==> config.mk <==
export PLATFORM = sky130hd
export DESIGN_NAME = utx_top
export DESIGN_NICKNAME = d
export VERILOG_FILES = /design/src/core/utx_pkg.sv /design/src/core/utx_mem.sv /design/src/core/utx_top.sv
export SDC_FILE = /design/constraint.sdc
export NUM_CORES = 1
export LEC_CHECK = 0
export BUFFER_PORTS_ARGS = -buffer_cell sky130_fd_sc_hd__buf_2
export CORE_MARGIN = 5
export CORE_UTILIZATION = 40
export DETAILED_ROUTE_END_ITERATION = 10
export MAX_ROUTING_LAYER = met4
export PLACE_DENSITY_LB_ADDON = 0.1
export SLEW_MARGIN = 20
export SYNTH_ARGS = -nofsm -noshare
export SYNTH_HDL_FRONTEND = slang
export SYNTH_SLANG_ARGS = --single-unit
==> constraint.sdc <==
create_clock -name clk -period 4.5 [get_ports clk]
set_input_delay 0.9 -clock clk [delete_from_list [all_inputs] [get_ports clk]]
set_output_delay 0.9 -clock clk [all_outputs]
set_load 0.1 [all_outputs]
==> src/core/utx_pkg.sv <==
/*
  utx_pkg: constants for the transmit path of an asynchronous serial port.
  Assumes the host side presents programmed register values as plain levels
  and a one-cycle write strobe for the holding register.
*/
// Functional notes
// - bit lasts 16, 8 or 4 samples
// - start, data, optional parity, then stop bits
// - data goes out least significant bit first
// - 8-bit shifter fed by 64-byte fifo
// - fifo enable routes holding writes into fifo
// - each accepted holding write bumps write pointer
// - non-fifo: empty flag set on shifter load
// - tx-empty interrupt only when enable bit set
// - shifter-empty flag once shifter fully drained
// - divisor integer bytes plus sixteenths fraction
// - fraction bits 5:4 pick 16x/8x/4x
// - modem control bit 7 prescales by 4
// - fifo mode: empty flag while fifo empty
package utx_pkg;
  localparam int unsigned FIFO_DEPTH     = 64;  // transmit fifo entries
  localparam int unsigned DATA_W         = 8;   // shift register width
  // register bit positions
  localparam int unsigned FIFO_EN_BIT     = 0;
  localparam int unsigned HOLD_EMPTY_BIT  = 5;
  localparam int unsigned SHIFT_EMPTY_BIT = 6;
  localparam int unsigned IRQ_TX_EMPTY_BIT = 1;
  localparam int unsigned IRQ_EN_TX_BIT   = 1;
  localparam int unsigned PRESCALE_BIT    = 7;
  localparam int unsigned FRAC_LSB       = 0;   // fraction field [3:0]
  localparam int unsigned MODE_LSB       = 4;   // sampling mode field [5:4]
  localparam int unsigned LCR_LEN_LSB    = 0;   // word length [1:0]
  localparam int unsigned LCR_STOP2      = 2;
  localparam int unsigned LCR_PAR_EN     = 3;
  localparam int unsigned LCR_PAR_EVEN   = 4;
  // sampling modes
  localparam logic [1:0]  MODE_16X       = 2'h0;
  localparam logic [1:0]  MODE_8X        = 2'h1;
  localparam logic [1:0]  MODE_4X        = 2'h2;
  localparam logic [4:0]  SAMP_16X       = 5'h10;
  localparam logic [4:0]  SAMP_8X        = 5'h08;
  localparam logic [4:0]  SAMP_4X        = 5'h04;
  // prescaler
  localparam logic [1:0]  PRESCALE_LAST  = 2'h3;  // divide by 4
  // divisor in sixteenths, one prescaled clock step
  localparam logic [20:0] ACC_STEP       = 21'h00010;
  localparam logic [19:0] DIV_ONE        = 20'h00010;  // divisor of 1
  // reset values of the status outputs
  localparam logic [7:0]  STATUS_RESET   = 8'h60;
  localparam logic [7:0]  IRQ_RESET      = 8'h00;

  // transmitter sequence, gray coded from idle through parity to stop
  typedef enum logic [2:0] {
    UTX_IDLE   = 3'h0,
    UTX_LOAD   = 3'h1,
    UTX_START  = 3'h3,
    UTX_DATA   = 3'h2,
    UTX_PARITY = 3'h6,
    UTX_STOP   = 3'h7
  } utx_state_e;
endpackage : utx_pkg

==> src/core/utx_mem.sv <==
/*
  utx_mem: small dual-port buffer for the transmit fifo.
  Assumes one writer and one reader on the same clock; read data is
  registered, so it trails the read address by one edge.
*/
`timescale 1ns/1ps
module utx_mem #(
  parameter int unsigned WIDTH = 8,
  parameter int unsigned DEPTH = 64,
  parameter int unsigned AW    = $clog2(DEPTH)
) (
  input  wire logic             clk,
  input  wire logic             wr_en,
  input  wire logic [AW-1:0]    wr_addr,
  input  wire logic [WIDTH-1:0] wr_data,
  input  wire logic [AW-1:0]    rd_addr,
  output logic      [WIDTH-1:0] rd_data
);
  logic [WIDTH-1:0] store [DEPTH];  // no reset: contents are don't-care

  // write port and registered read port
  always_ff @(posedge clk) begin
    if (wr_en) begin
      store[wr_addr] <= wr_data;
    end
    rd_data <= store[rd_addr];
  end
endmodule : utx_mem

==> src/core/utx_top.sv <==
/*
  utx_top: transmit half of a serial port with holding register, 64-byte
  fifo, 8-bit shifter, fractional baud divisor and transmit status.
  Assumes register contents arrive as steady levels from the host interface
  logic and holding-register writes come as one-cycle strobes on clk.
*/
`timescale 1ns/1ps
module utx_top
  import utx_pkg::*;
#(
  parameter int unsigned DEPTH = FIFO_DEPTH,
  parameter int unsigned AW    = $clog2(FIFO_DEPTH)
) (
  input  wire logic        clk,
  input  wire logic        reset_n,
  input  wire logic        hold_wr,            // write strobe, holding register
  input  wire logic [7:0]  tx_holding_reg,     // byte written with hold_wr
  input  wire logic [7:0]  fifo_control_reg,
  input  wire logic [7:0]  irq_enable_reg,
  input  wire logic [7:0]  line_control_reg,
  input  wire logic [7:0]  modem_control_reg,
  input  wire logic [7:0]  baud_divisor_low,
  input  wire logic [7:0]  baud_divisor_high,
  input  wire logic [7:0]  baud_fraction_reg,
  output logic             tx_out,             // serial line, idles high
  output logic [7:0]       line_status_reg,
  output logic [7:0]       irq_status_reg,
  output logic             irq_n,              // active low interrupt
  output logic [AW:0]      tx_level            // bytes waiting
);

  // samples per bit for a sampling mode
  function automatic logic [4:0] bit_len(input logic [1:0] mode);
    case (mode)
      MODE_8X: bit_len = SAMP_8X;
      MODE_4X: bit_len = SAMP_4X;
      default: bit_len = SAMP_16X;
    endcase
  endfunction : bit_len

  // data bits per character, 5 to 8
  function automatic logic [3:0] word_bits(input logic [1:0] len);
    word_bits = 4'h5 + {2'h0, len};
  endfunction : word_bits

  logic [7:0]  mem_rdata;              // head of fifo, registered
  logic [AW-1:0] wr_ptr_q, wr_ptr_d;   // fifo write pointer
  logic [AW-1:0] rd_ptr_q, rd_ptr_d;   // fifo read pointer
  logic [AW:0] cnt_q, cnt_d;           // fifo occupancy
  logic        fifo_en;                // fifo operation selected
  logic        full;                   // no room for another byte
  logic        push;                   // accepted holding write
  logic        pop;                    // head moved into shifter

  logic [1:0]  pre_q, pre_d;           // prescaler count
  logic        pre_tick;               // prescaled clock step
  logic [20:0] acc_q, acc_d;           // fractional divider, sixteenths
  logic [19:0] divisor;                // integer and fraction, sixteenths
  logic        samp_tick;              // one sampling clock period

  utx_state_e  st_q, st_d;             // transmit sequence
  logic [7:0]  shift_q, shift_d;       // transmit shift register
  logic [4:0]  samp_q, samp_d;         // samples into current bit
  logic [3:0]  bit_q, bit_d;           // data or stop bits sent
  logic        par_q, par_d;           // running parity of data bits
  logic        bit_done;               // current bit time elapsed
  logic        line_d;                 // next serial level
  logic [7:0]  status_d, irq_d;        // next status values
  logic        hold_empty;             // holding register or fifo empty

  assign fifo_en = fifo_control_reg[FIFO_EN_BIT];
  // non-fifo mode keeps a single holding byte
  assign full = fifo_en ? (cnt_q == (AW+1)'(DEPTH)) : (cnt_q != '0);
  assign push = hold_wr && !full;
  assign pop  = (st_q == UTX_LOAD);

  // 64-byte store ahead of the shifter
  utx_mem #(
    .WIDTH (DATA_W),
    .DEPTH (DEPTH),
    .AW    (AW)
  ) u_mem (
    .clk     (clk),
    .wr_en   (push),
    .wr_addr (wr_ptr_q),
    .wr_data (tx_holding_reg),
    .rd_addr (rd_ptr_q),
    .rd_data (mem_rdata)
  );

  // fifo pointers and occupancy
  always_comb begin
    wr_ptr_d = wr_ptr_q;
    rd_ptr_d = rd_ptr_q;
    cnt_d    = cnt_q;
    if (push) begin
      wr_ptr_d = wr_ptr_q + 1'b1;
    end
    if (pop) begin
      rd_ptr_d = rd_ptr_q + 1'b1;
    end
    case ({push, pop})
      2'b10:   cnt_d = cnt_q + 1'b1;
      2'b01:   cnt_d = cnt_q - 1'b1;
      default: cnt_d = cnt_q;
    endcase
  end

  always_ff @(posedge clk or negedge reset_n) begin
    if (!reset_n) begin
      wr_ptr_q <= '0;
      rd_ptr_q <= '0;
      cnt_q    <= '0;
    end else begin
      wr_ptr_q <= wr_ptr_d;
      rd_ptr_q <= rd_ptr_d;
      cnt_q    <= cnt_d;
    end
  end

  // divisor from integer bytes and fraction nibble
  always_comb begin
    divisor = {baud_divisor_high, baud_divisor_low, baud_fraction_reg[FRAC_LSB +: 4]};
    // an integer part of zero would tick every step and leave the accumulator growing; treat it as one
    if (divisor < DIV_ONE) begin
      divisor = DIV_ONE;
    end
  end

  // prescaler, divide by 1 or 4
  assign pre_tick = !modem_control_reg[PRESCALE_BIT] || (pre_q == PRESCALE_LAST);
  // fractional divider: add one clock, subtract divisor on overflow
  assign samp_tick = pre_tick && ((acc_q + ACC_STEP) >= {1'b0, divisor});

  always_comb begin
    pre_d = modem_control_reg[PRESCALE_BIT] ? pre_q + 1'b1 : '0;
    acc_d = acc_q;
    if (samp_tick) begin
      acc_d = acc_q + ACC_STEP - {1'b0, divisor};
    end else if (pre_tick) begin
      acc_d = acc_q + ACC_STEP;
    end
  end

  always_ff @(posedge clk or negedge reset_n) begin
    if (!reset_n) begin
      pre_q <= '0;
      acc_q <= '0;
    end else begin
      pre_q <= pre_d;
      acc_q <= acc_d;
    end
  end

  // bit time counted in sampling periods
  assign bit_done = samp_tick && (samp_q == bit_len(baud_fraction_reg[MODE_LSB +: 2]) - 5'h01);

  // transmit sequence and shifter
  always_comb begin
    st_d    = st_q;
    shift_d = shift_q;
    samp_d  = samp_q;
    bit_d   = bit_q;
    par_d   = par_q;
    line_d  = 1'b1;
    if (samp_tick) begin
      samp_d = bit_done ? 5'h00 : samp_q + 5'h01;
    end
    case (st_q)
      UTX_IDLE: begin
        // head byte is readable one edge after it is written
        if (cnt_q != '0) begin
          st_d = UTX_LOAD;
        end
      end
      UTX_LOAD: begin
        shift_d = mem_rdata;
        samp_d  = 5'h00;
        bit_d   = 4'h0;
        // odd parity starts at one, even at zero
        par_d   = !line_control_reg[LCR_PAR_EVEN];
        st_d    = UTX_START;
      end
      UTX_START: begin
        line_d = 1'b0;
        if (bit_done) begin
          st_d = UTX_DATA;
        end
      end
      UTX_DATA: begin
        line_d = shift_q[0];
        if (bit_done) begin
          shift_d = {1'b0, shift_q[7:1]};
          par_d   = par_q ^ shift_q[0];
          bit_d   = bit_q + 4'h1;
          if (bit_q == word_bits(line_control_reg[LCR_LEN_LSB +: 2]) - 4'h1) begin
            bit_d = 4'h0;
            st_d  = line_control_reg[LCR_PAR_EN] ? UTX_PARITY : UTX_STOP;
          end
        end
      end
      UTX_PARITY: begin
        line_d = par_q;
        if (bit_done) begin
          st_d = UTX_STOP;
        end
      end
      UTX_STOP: begin
        line_d = 1'b1;
        if (bit_done) begin
          bit_d = bit_q + 4'h1;
          if (!line_control_reg[LCR_STOP2] || bit_q != 4'h0) begin
            st_d = UTX_IDLE;
          end
        end
      end
      default: st_d = UTX_IDLE;
    endcase
  end

  always_ff @(posedge clk or negedge reset_n) begin
    if (!reset_n) begin
      st_q    <= UTX_IDLE;
      shift_q <= '0;
      samp_q  <= '0;
      bit_q   <= '0;
      par_q   <= 1'b0;
    end else begin
      st_q    <= st_d;
      shift_q <= shift_d;
      samp_q  <= samp_d;
      bit_q   <= bit_d;
      par_q   <= par_d;
    end
  end

  // empty once the last byte has left for the shifter
  assign hold_empty = (cnt_d == '0);

  // status and interrupt, computed from next state so outputs stay in step
  always_comb begin
    status_d = '0;
    irq_d    = '0;
    status_d[HOLD_EMPTY_BIT] = hold_empty;
    status_d[SHIFT_EMPTY_BIT] = hold_empty && (st_d == UTX_IDLE);
    irq_d[IRQ_TX_EMPTY_BIT] = hold_empty && irq_enable_reg[IRQ_EN_TX_BIT];
  end

  // registered outputs
  always_ff @(posedge clk or negedge reset_n) begin
    if (!reset_n) begin
      tx_out          <= 1'b1;
      line_status_reg <= STATUS_RESET;
      irq_status_reg  <= IRQ_RESET;
      irq_n           <= 1'b1;
      tx_level        <= '0;
    end else begin
      tx_out          <= line_d;
      line_status_reg <= status_d;
      irq_status_reg  <= irq_d;
      irq_n           <= !irq_d[IRQ_TX_EMPTY_BIT];
      tx_level        <= cnt_d;
    end
  end
endmodule : utx_top

==> insert_results.sql, run 1 <==
INSERT INTO impl_metrics (metric_group, metric, value, unit) VALUES
('layout', 'largest_register_ff_count', '512', ''),
('yosys', 'synth.cell_area', '24920', 'um^2'),
('clock_tree', 'clock_insertion_delay_worst_skew', '0.62', 'ns'),
('layout', 'regMostFlops', 'u_mem.store', ''),
('yosys', 'post_synth_inst_count', '1406', ''),
('sta', 'min_period', '4.094', 'ns'),
('sta', 'finalSetupViolCount', '0', ''),
('die', 'ioPinCount', '92', ''),
('power', 'power.share.sequential', '44.7', '%'),
('yosys', 'synthFlopType', 'sky130_fd_sc_hd__edfxtp_1', ''),
('worst_setup_path', 'critical_path_class', 'reg -> reg', ''),
('sta', 'worst_hold_slack', '0.2681', 'ns'),
('worst_setup_path', 'cp_cell_sequence', 'and3_4 > and4_1 > and2_1 > and4_1 > nand3_1 > xnor2_1 > ha_1 > nand4_1 > nor2_1 > o21ai_0 > a211oi_2 > buf_4 > nor2_2 > buf_12 > or4_1 > a31oi_1', ''),
('clock_tree', 'root_buffer', 'sky130_fd_sc_hd__clkbuf_16', ''),
('clock_tree', 'postCtsResizedCells', '0', ''),
('die', 'placeableCoreArea', '61710', 'um^2'),
('worst_setup_path', 'cp-start-kind', 'flop', ''),
('worst_setup_path', 'crit_family', 'simple AND/OR/NAND/NOR gates', ''),
('sta', 'layout_worst_path_cycle_share', '90.98', '%'),
('die', 'initial_core_utilization', '40.38', '%'),
('clock_tree', 'tritoncts.num_buffers', '61', ''),
('worst_setup_path', 'crit_path_max_incr_delay', '0.50', 'ns'),
('global_routing', 'antenna_found_initial', '5', ''),
('sta', 'tightest_slew', '0.9232', 'ns'),
('layout', 'fin_cells', '2463', ''),
('status', 'run_status', 'complete, no violations', ''),
('yosys', 'synth_largest_area_cell', 'sky130_fd_sc_hd__edfxtp_1', ''),
('global_routing', 'via_count_of_the_first_global_routing_pass', '13470', ''),
('yosys', 'synthArstFlopShare', '11.56', '%'),
('placement', 'gp_congestion', '0.7856', ''),
('worst_setup_path', 'critical_path_s_slowest_cell', 'sky130_fd_sc_hd__or4_1', ''),
('power', 'ir_drop', '0.2857', 'mV'),
('worst_setup_path', 'req_time_crit_path', '5.03', 'ns'),
('die', 'die_y', '259.6', 'um'),
('routing', 'drtIter0Drc', '975', ''),
('power', 'p_clk_share', '35.2', '%'),
('die', 'core.rowCount', '91', ''),
('layout', 'multi_input_gate_area', '7222', 'um^2'),
('yosys', 'synth.cells.most_frequent', 'sky130_fd_sc_hd__edfxtp_1, sky130_fd_sc_hd__mux4_2, sky130_fd_sc_hd__nor2_1', ''),
('routing', 'per_cell_routed_wire_length', '24.09', 'um'),
('yosys', 'synth-edff-count', '512', ''),
('sta', 'fin_worst_skew', '0.01716', 'ns'),
('power', 'power_leakage', '9.645', 'nW'),
('sta', 'totalNegativeSetupSlack', '0', 'ns'),
('layout', 'fillers', '5331', ''),
('yosys', 'synthMostInstantiatedCell', 'sky130_fd_sc_hd__edfxtp_1', ''),
('yosys', 'count_of_distinct_cell_types_in_the_synthesized_netlist', '69', ''),
('die', 'die_ar', '67390', 'um^2'),
('yosys', 'synth.ff_latch_count', '588', ''),
('sta', 'unrepaired_setup_endpoints_after_global_routing', 'false', ''),
('worst_setup_path', 'cpMostUsedCell', 'sky130_fd_sc_hd__and4_1', ''),
('worst_setup_path', 'critPathMaxFanout', '10', ''),
('layout', 'register_area', '17250', 'um^2'),
('power', 'comb_power_share', '20.1', '%'),
('clock_tree', 'postCtsHoldBufs', '0', ''),
('clock_tree', 'clock_tree.buffer_depth', '3', ''),
('power', 'p_switching', '4.196', 'mW'),
('yosys', 'synth_top_cells_by_area', 'sky130_fd_sc_hd__edfxtp_1, sky130_fd_sc_hd__mux4_2, sky130_fd_sc_hd__dfrtp_1', ''),
('power', 'p_int', '10.42', 'mW'),
('sta', 'final-max-slew-violation-count', '0', ''),
('worst_setup_path', 'endpoint_kind', 'flop', ''),
('global_routing', 'grt_util_all_layers', '18.10', '%'),
('routing', 'routed_wl', '59330', 'um'),
('sta', 'finalHoldViolCount', '0', ''),
('placement', 'dp.cells', '2347', ''),
('layout', 'areaGrowthSynthToFinish', '16.20', '%'),
('die', 'chipWidth', '259.6', 'um'),
('yosys', 'synth.yosys.seq_area_share', '69.19', '%'),
('yosys', 'yosysWarnings', '0', ''),
('global_routing', 'first_pass_grt_wire_length', '88890', 'um'),
('routing', 'dr.pass1.iters', '4', '');
## kinds of logic after synthesis
logic type / Yosys count / share of synthesized area (%)
AOI/OAI and AO/OA: 144 / 3.675
xor gates and xnor gates: 47 / 1.652
adders and majority gates: 36 / 1.868
buffers and inverters: 120 / 2.054
DFF: 588 / 69.19
muxes: 175 / 15.48
other: 1 / 0.01505
and+or+nand+nor: 295 / 6.070
## placed cells by master (no fill, tap or decap), drive strengths merged, types with 34 or more instances in the layout
cell type  Yosys  final
o21ai         41     41
buf           37    176
nor2          97     97
a21oi         43     43
nand2         50     50
dfrtp         64     64
edfxtp       512    512
clkbuf        47     79
mux4         168    168
ha            34     34
inv           36     39
## through the flow
stage / setup WS (ns) / power, mW / utilization [%] / instance area (um^2)
2_1_floorplan: 0.5036 / 8.672 / - / 24970
3_3_place_gp: 0.09328 / 9.537 / 43.60 / 26900
3_5_place_dp: -0.003034 / 9.571 / 43.60 / 26900
4_1_cts: 0.3088 / 14.75 / 46.90 / 28940
5_1_grt: 0.08794 / 15.29 / 46.92 / 28960
6_report: 0.4058 / 14.62 / 46.92 / 28960
## power groups by stage
stage	clock network (mW)	logic, mW	registers, mW
after floorplan	0	1.90	6.77
after global placement	0	2.90	6.64
after detailed placement	0	2.92	6.65
after CTS	5.27	2.94	6.54
after global routing	5.48	3.24	6.58
final	5.15	2.93	6.54
## worst paths after layout
kind	endpoint	slack [ns]	depth (start not counted)	startpoint
min	st_q[0]	0.27	1	reset_n
max	acc_q[20]	0.41	16	acc_q[6]
min reg2reg	pre_q[0]	0.44	1	pre_q[0]
max in group asynchronous	tx_out	3.37	2	reset_n
max reg2reg	acc_q[20]	0.41	16	acc_q[6]
min in group clk	irq_n	0.41	2	irq_enable_reg[1]
## worst register-to-register path, cell delays in order (launching register included)
cell,delay [ns]
sky130_fd_sc_hd__dfrtp_1,0.47
sky130_fd_sc_hd__and3_4,0.27
sky130_fd_sc_hd__and4_1,0.26
sky130_fd_sc_hd__and2_1,0.26
sky130_fd_sc_hd__and4_1,0.32
sky130_fd_sc_hd__nand3_1,0.16
sky130_fd_sc_hd__xnor2_1,0.16
sky130_fd_sc_hd__ha_1,0.31
sky130_fd_sc_hd__nand4_1,0.13
sky130_fd_sc_hd__nor2_1,0.16
sky130_fd_sc_hd__o21ai_0,0.16
sky130_fd_sc_hd__a211oi_2,0.25
sky130_fd_sc_hd__buf_4,0.17
sky130_fd_sc_hd__nor2_2,0.09
sky130_fd_sc_hd__buf_12,0.16
sky130_fd_sc_hd__or4_1,0.50
sky130_fd_sc_hd__a31oi_1,0.17
## cell type report
| cell class | instances | share of cell area, % |
|---|---|---|
| Antenna cell | 1 | 0.008642 |
| Inverter | 36 | 0.4667 |
| Clock buffer | 79 | 5.686 |
| Tap cell | 837 | 3.617 |
| Clock inverter | 36 | 1.361 |
| Multi-Input combinational cell | 710 | 24.94 |
| Sequential cell | 588 | 59.57 |
| Timing Repair Buffer | 176 | 4.347 |
## per-layer routing
metal	global-route usage, %	routed length [um]	vias to the layer above
met1	25.50	27340	6955
li1	-	-	5957
met5	-	0	-
met4	4.829	1315	0
met3	2.291	2275	79
met2	28.36	28390	270
Power figures use the tool's default switching activity.
==> run 2: changes to the inputs <==
--- a/config.mk
+++ b/config.mk
@@ -5,6 +5,7 @@
 export SDC_FILE = /design/constraint.sdc
 export NUM_CORES = 1
 export LEC_CHECK = 0
+export ABC_AREA = 1
 export BUFFER_PORTS_ARGS = -buffer_cell sky130_fd_sc_hd__buf_2
 export CORE_MARGIN = 5
 export CORE_UTILIZATION = 40
==> run 2 against run 1 <==
Total power rose by 8.9%. Wire length rose by 11%. Global-route usage rose by 1.1 points. Critical endpoint is now line_status_reg[6]. Largest cell class unchanged. Largest power group unchanged.
==> insert_results.sql, run 2 <==
INSERT INTO impl_metrics (metric_group, metric, value, unit) VALUES
('routing', 'dr.pass1.iters', '8', ''),
('worst_setup_path', 'req_time_crit_path', '5.01', 'ns'),
('sta', 'min_period', '3.990', 'ns'),
('die', 'placeableCoreArea', '63310', 'um^2'),
('sta', 'fmaxAchievable', '250.6', 'MHz'),
('layout', 'largest_registers', 'u_mem.store x512, acc_q x21', ''),
('job', 'drv_cap', '0', ''),
('yosys', 'synth_top_cells_by_area', 'sky130_fd_sc_hd__edfxtp_1, sky130_fd_sc_hd__dfrtp_1, sky130_fd_sc_hd__nor2_1', ''),
('global_routing', 'grt.overflow.total', '0', ''),
('die', 'initial_core_utilization', '40.53', '%'),
('power', 'ir_drop', '0.3389', 'mV'),
('layout', 'largest_register_ff_count', '512', ''),
('sta', 'unrepaired_setup_endpoints_after_global_routing', 'false', ''),
('worst_setup_path', 'endpoint_kind', 'flop', ''),
('yosys', 'synthArstFlopShare', '11.56', '%'),
('layout', 'mostFrequentLayoutCell', 'sky130_fd_sc_hd__edfxtp_1', ''),
('routing', 'routed_wl', '65970', 'um'),
('placement', 'gp_congestion', '0.8430', ''),
('yosys', 'synth.cell_area', '25660', 'um^2'),
('routing', 'num_vias', '16972', ''),
('yosys', 'synth.cells.most_frequent', 'sky130_fd_sc_hd__edfxtp_1, sky130_fd_sc_hd__nor2_1, sky130_fd_sc_hd__nand2_1', ''),
('global_routing', 'pin_count_of_the_biggest_net_entering_global_routing', '117', ''),
('die', 'ioPinCount', '92', ''),
('sta', 'layout_worst_path_cycle_share', '88.66', '%'),
('clock_tree', 'clock_tree.buffer_depth', '3', ''),
('yosys', 'post_synth_inst_count', '2181', ''),
('sta', 'fin_worst_skew', '0.02429', 'ns'),
('clock_tree', 'postCtsHoldBufs', '0', ''),
('clock_tree', 'cts.htree.levels', '3', ''),
('layout', 'drive_above_1_share', '12.28', '%'),
('sta', 'finalHoldViolCount', '0', ''),
('clock_tree', 'clock_insertion_delay_worst_skew', '0.60', 'ns'),
('die', 'die_y', '263.3', 'um'),
('worst_setup_path', 'cp-start-kind', 'flop', ''),
('yosys', 'synth_largest_area_cell', 'sky130_fd_sc_hd__edfxtp_1', ''),
('power', 'power_leakage', '10.54', 'nW'),
('layout', 'finalNetCount', '2399', ''),
('clock_tree', 'tritoncts.num_buffers', '67', ''),
('worst_setup_path', 'critPathMaxFanout', '8', ''),
('placement', 'dp.cells', '3073', ''),
('sta', 'finalSetupViolCount', '0', ''),
('hold_path', 'worstHoldPathType', 'reg -> reg', ''),
('clock_tree', 'cts.repair_timing.setup_buffer_count', '0', ''),
('worst_setup_path', 'critical_path_class', 'reg -> reg', ''),
('layout', 'fillers', '5785', ''),
('yosys', 'synthMostInstantiatedCell', 'sky130_fd_sc_hd__edfxtp_1', ''),
('die', 'die_ar', '69310', 'um^2'),
('yosys', 'syn_avg_cell_area', '11.76', 'um^2'),
('die', 'chipWidth', '263.3', 'um'),
('yosys', 'synth-edff-count', '512', ''),
('routing', 'remaining_design_rule_violation_count', '0', ''),
('layout', 'fin_cells', '3195', ''),
('placement', 'portBuffers', '52', ''),
('worst_setup_path', 'critPathArrivalTime', '4.50', 'ns'),
('layout', 'mostFrequentLayoutCells', 'sky130_fd_sc_hd__edfxtp_1, sky130_fd_sc_hd__nor2_1, sky130_fd_sc_hd__nand2_1, sky130_fd_sc_hd__o21ai_0, sky130_fd_sc_hd__inv_1', ''),
('global_routing', 'first_pass_grt_wire_length', '100500', 'um'),
('clock_tree', 'postCtsResizedCells', '0', ''),
('power', 'powerDensity', '541.5', 'nW/um^2'),
('die', 'core.rowCount', '92', ''),
('status', 'run_status', 'complete, no violations', ''),
('global_routing', 'antenna_found_initial', '3', ''),
('sta', 'timing.max_slew.rel_slack', '37.17', '%'),
('placement', 'post-dp-hpwl', '41140', 'um'),
('yosys', 'synth.ff_latch_count', '588', ''),
('global_routing', 'grt_util_all_layers', '19.18', '%'),
('yosys', 'synth.yosys.seq_area_share', '67.20', '%'),
('layout', 'areaGrowthSynthToFinish', '14.61', '%'),
('sta', 'final-max-slew-violation-count', '0', ''),
('routing', 'drtAntennaViolNets', '0', ''),
('routing', 'avgViaCountPerCell', '5.312', ''),
('routing', 'drtIter0Drc', '1463', ''),
('layout', 'multi_input_gate_area', '7403', 'um^2'),
('yosys', 'count_of_distinct_cell_types_in_the_synthesized_netlist', '51', ''),
('global_routing', 'via_count_of_the_first_global_routing_pass', '16689', ''),
('yosys', 'synthFlopType', 'sky130_fd_sc_hd__edfxtp_1', ''),
('layout', 'register_area', '17250', 'um^2'),
('clock_tree', 'clock_sink_count', '588', ''),
('clock_tree', 'clkTransAtPathRegs', '0.06', 'ns'),
('yosys', 'yosysTopAreaCellShare', '59.92', '%'),
('layout', 'regMostFlops', 'u_mem.store', ''),
('sta', 'totalNegativeSetupSlack', '0', 'ns'),
('clock_tree', 'cts_tree', 'built', ''),
('yosys', 'yosysWarnings', '0', ''),
('routing', 'per_cell_routed_wire_length', '20.65', 'um'),
('sta', 'tightest_slew', '0.9425', 'ns'),
('clock_tree', 'root_buffer', 'sky130_fd_sc_hd__clkbuf_16', '');
-- run 2: changes by cell type in the layout (fill, tap and decap cells not counted), moves of 23 or more --
cell / previous run / this run
sky130_fd_sc_hd__nor2_1: 96 / 401
sky130_fd_sc_hd__mux4_2: 168 / 0
sky130_fd_sc_hd__nand2_1: 50 / 204
sky130_fd_sc_hd__o21ai_0: 41 / 180
sky130_fd_sc_hd__inv_1: 36 / 131
sky130_fd_sc_hd__nand3_1: 20 / 109
sky130_fd_sc_hd__o32ai_1: 0 / 77
sky130_fd_sc_hd__o221ai_1: 1 / 52
sky130_fd_sc_hd__mux2i_1: 4 / 51
sky130_fd_sc_hd__a21oi_1: 43 / 68
sky130_fd_sc_hd__buf_4: 121 / 98
-- run 2: logic make-up (layout without fill, tap and decap cells) --
| logic type | count (synthesis) | after routing | share of synthesized area [%] |
|---|---|---|---|
| AO/OA/AOI/OAI | 424 | 424 | 10.65 |
| XOR/XNOR | 47 | 47 | 1.604 |
| adder cells (fa/ha/maj) | 36 | 36 | 1.814 |
| buffers and inverters | 261 | 414 | 4.135 |
| flip-flops | 588 | 588 | 67.20 |
| multiplexers | 51 | 51 | 1.990 |
| other | 1 | 16 | 0.01462 |
| AND/OR/NAND/NOR | 773 | 773 | 12.60 |
-- run 2: report_power, final --
group	total (mW)	internal, mW	switching [mW]
registers	6.52	6.27	0.253
clock network	5.16	3.03	2.12
logic	4.24	1.32	2.92
total	15.9	10.6	5.30
-- run 2: critical path, stage by stage, from the launching register on --
cell and delay (ns):
sky130_fd_sc_hd__dfrtp_1 0.34, sky130_fd_sc_hd__inv_1 0.09, sky130_fd_sc_hd__nor3_1 0.38, sky130_fd_sc_hd__nand4_1 0.15
sky130_fd_sc_hd__nor2_1 0.21, sky130_fd_sc_hd__inv_1 0.11, sky130_fd_sc_hd__nor3_1 0.19, sky130_fd_sc_hd__xor2_1 0.22
sky130_fd_sc_hd__inv_1 0.08, sky130_fd_sc_hd__ha_1 0.36, sky130_fd_sc_hd__nand2_1 0.12, sky130_fd_sc_hd__nor2_1 0.20
sky130_fd_sc_hd__nand2_1 0.10, sky130_fd_sc_hd__nor2_2 0.19, sky130_fd_sc_hd__nand2_1 0.07, sky130_fd_sc_hd__nand2_1 0.07
sky130_fd_sc_hd__nor2_1 0.05, sky130_fd_sc_hd__nand3_2 0.12, sky130_fd_sc_hd__buf_4 0.20, sky130_fd_sc_hd__nand4_1 0.15
sky130_fd_sc_hd__nand2_1 0.13, sky130_fd_sc_hd__inv_1 0.04, sky130_fd_sc_hd__nor2_1 0.09, sky130_fd_sc_hd__nand3_1 0.12
sky130_fd_sc_hd__nor2_1 0.14
-- run 2: final cells by class --
| class | instances | area share (%) |
|---|---|---|
| Clock buffer | 95 | 6.416 |
| Tap cell | 846 | 3.600 |
| Clock inverter | 24 | 0.5872 |
| Antenna cell | 3 | 0.02553 |
| Sequential cell | 588 | 58.66 |
| Timing Repair Buffer | 154 | 3.710 |
| Inverter | 141 | 1.825 |
| Multi-Input combinational cell | 1344 | 25.18 |
-- run 2: final timing paths --
| kind | start | cells past startpoint | end | slack, ns |
|---|---|---|---|---|
| max | acc_q[4] | 24 | line_status_reg[6] | 0.51 |
| min | pre_q[0] | 1 | pre_q[0] | 0.43 |
| max reg2reg | acc_q[4] | 24 | line_status_reg[6] | 0.51 |
| min reg2reg | pre_q[0] | 1 | pre_q[0] | 0.43 |
| max in group asynchronous | reset_n | 1 | rd_ptr_q[1] | 3.34 |
| min in group asynchronous | reset_n | 1 | tx_level[4] | 0.44 |
-- run 2: stage by stage --
step	power, mW	utilization [%]	hold slack (ns)	instance area, um^2	setup WS (ns)
CTS	16.11	46.44	0.4224	29400	0.5473
global route	16.81	46.45	0.4376	29410	0.08797
global placement	10.86	43.18	0.4183	27340	0.6161
floorplan	9.649	-	0.4088	25700	1.036
detailed placement	10.89	43.18	0.4248	27340	0.5770
finish	15.92	46.45	0.4280	29410	0.5101
-- run 2: per-layer routing --
layer	track usage (%)	share of wire, %
met2	30.47	48
met5	-	0
met3	3.035	5.8
met1	25.73	44
met4	5.834	2.4
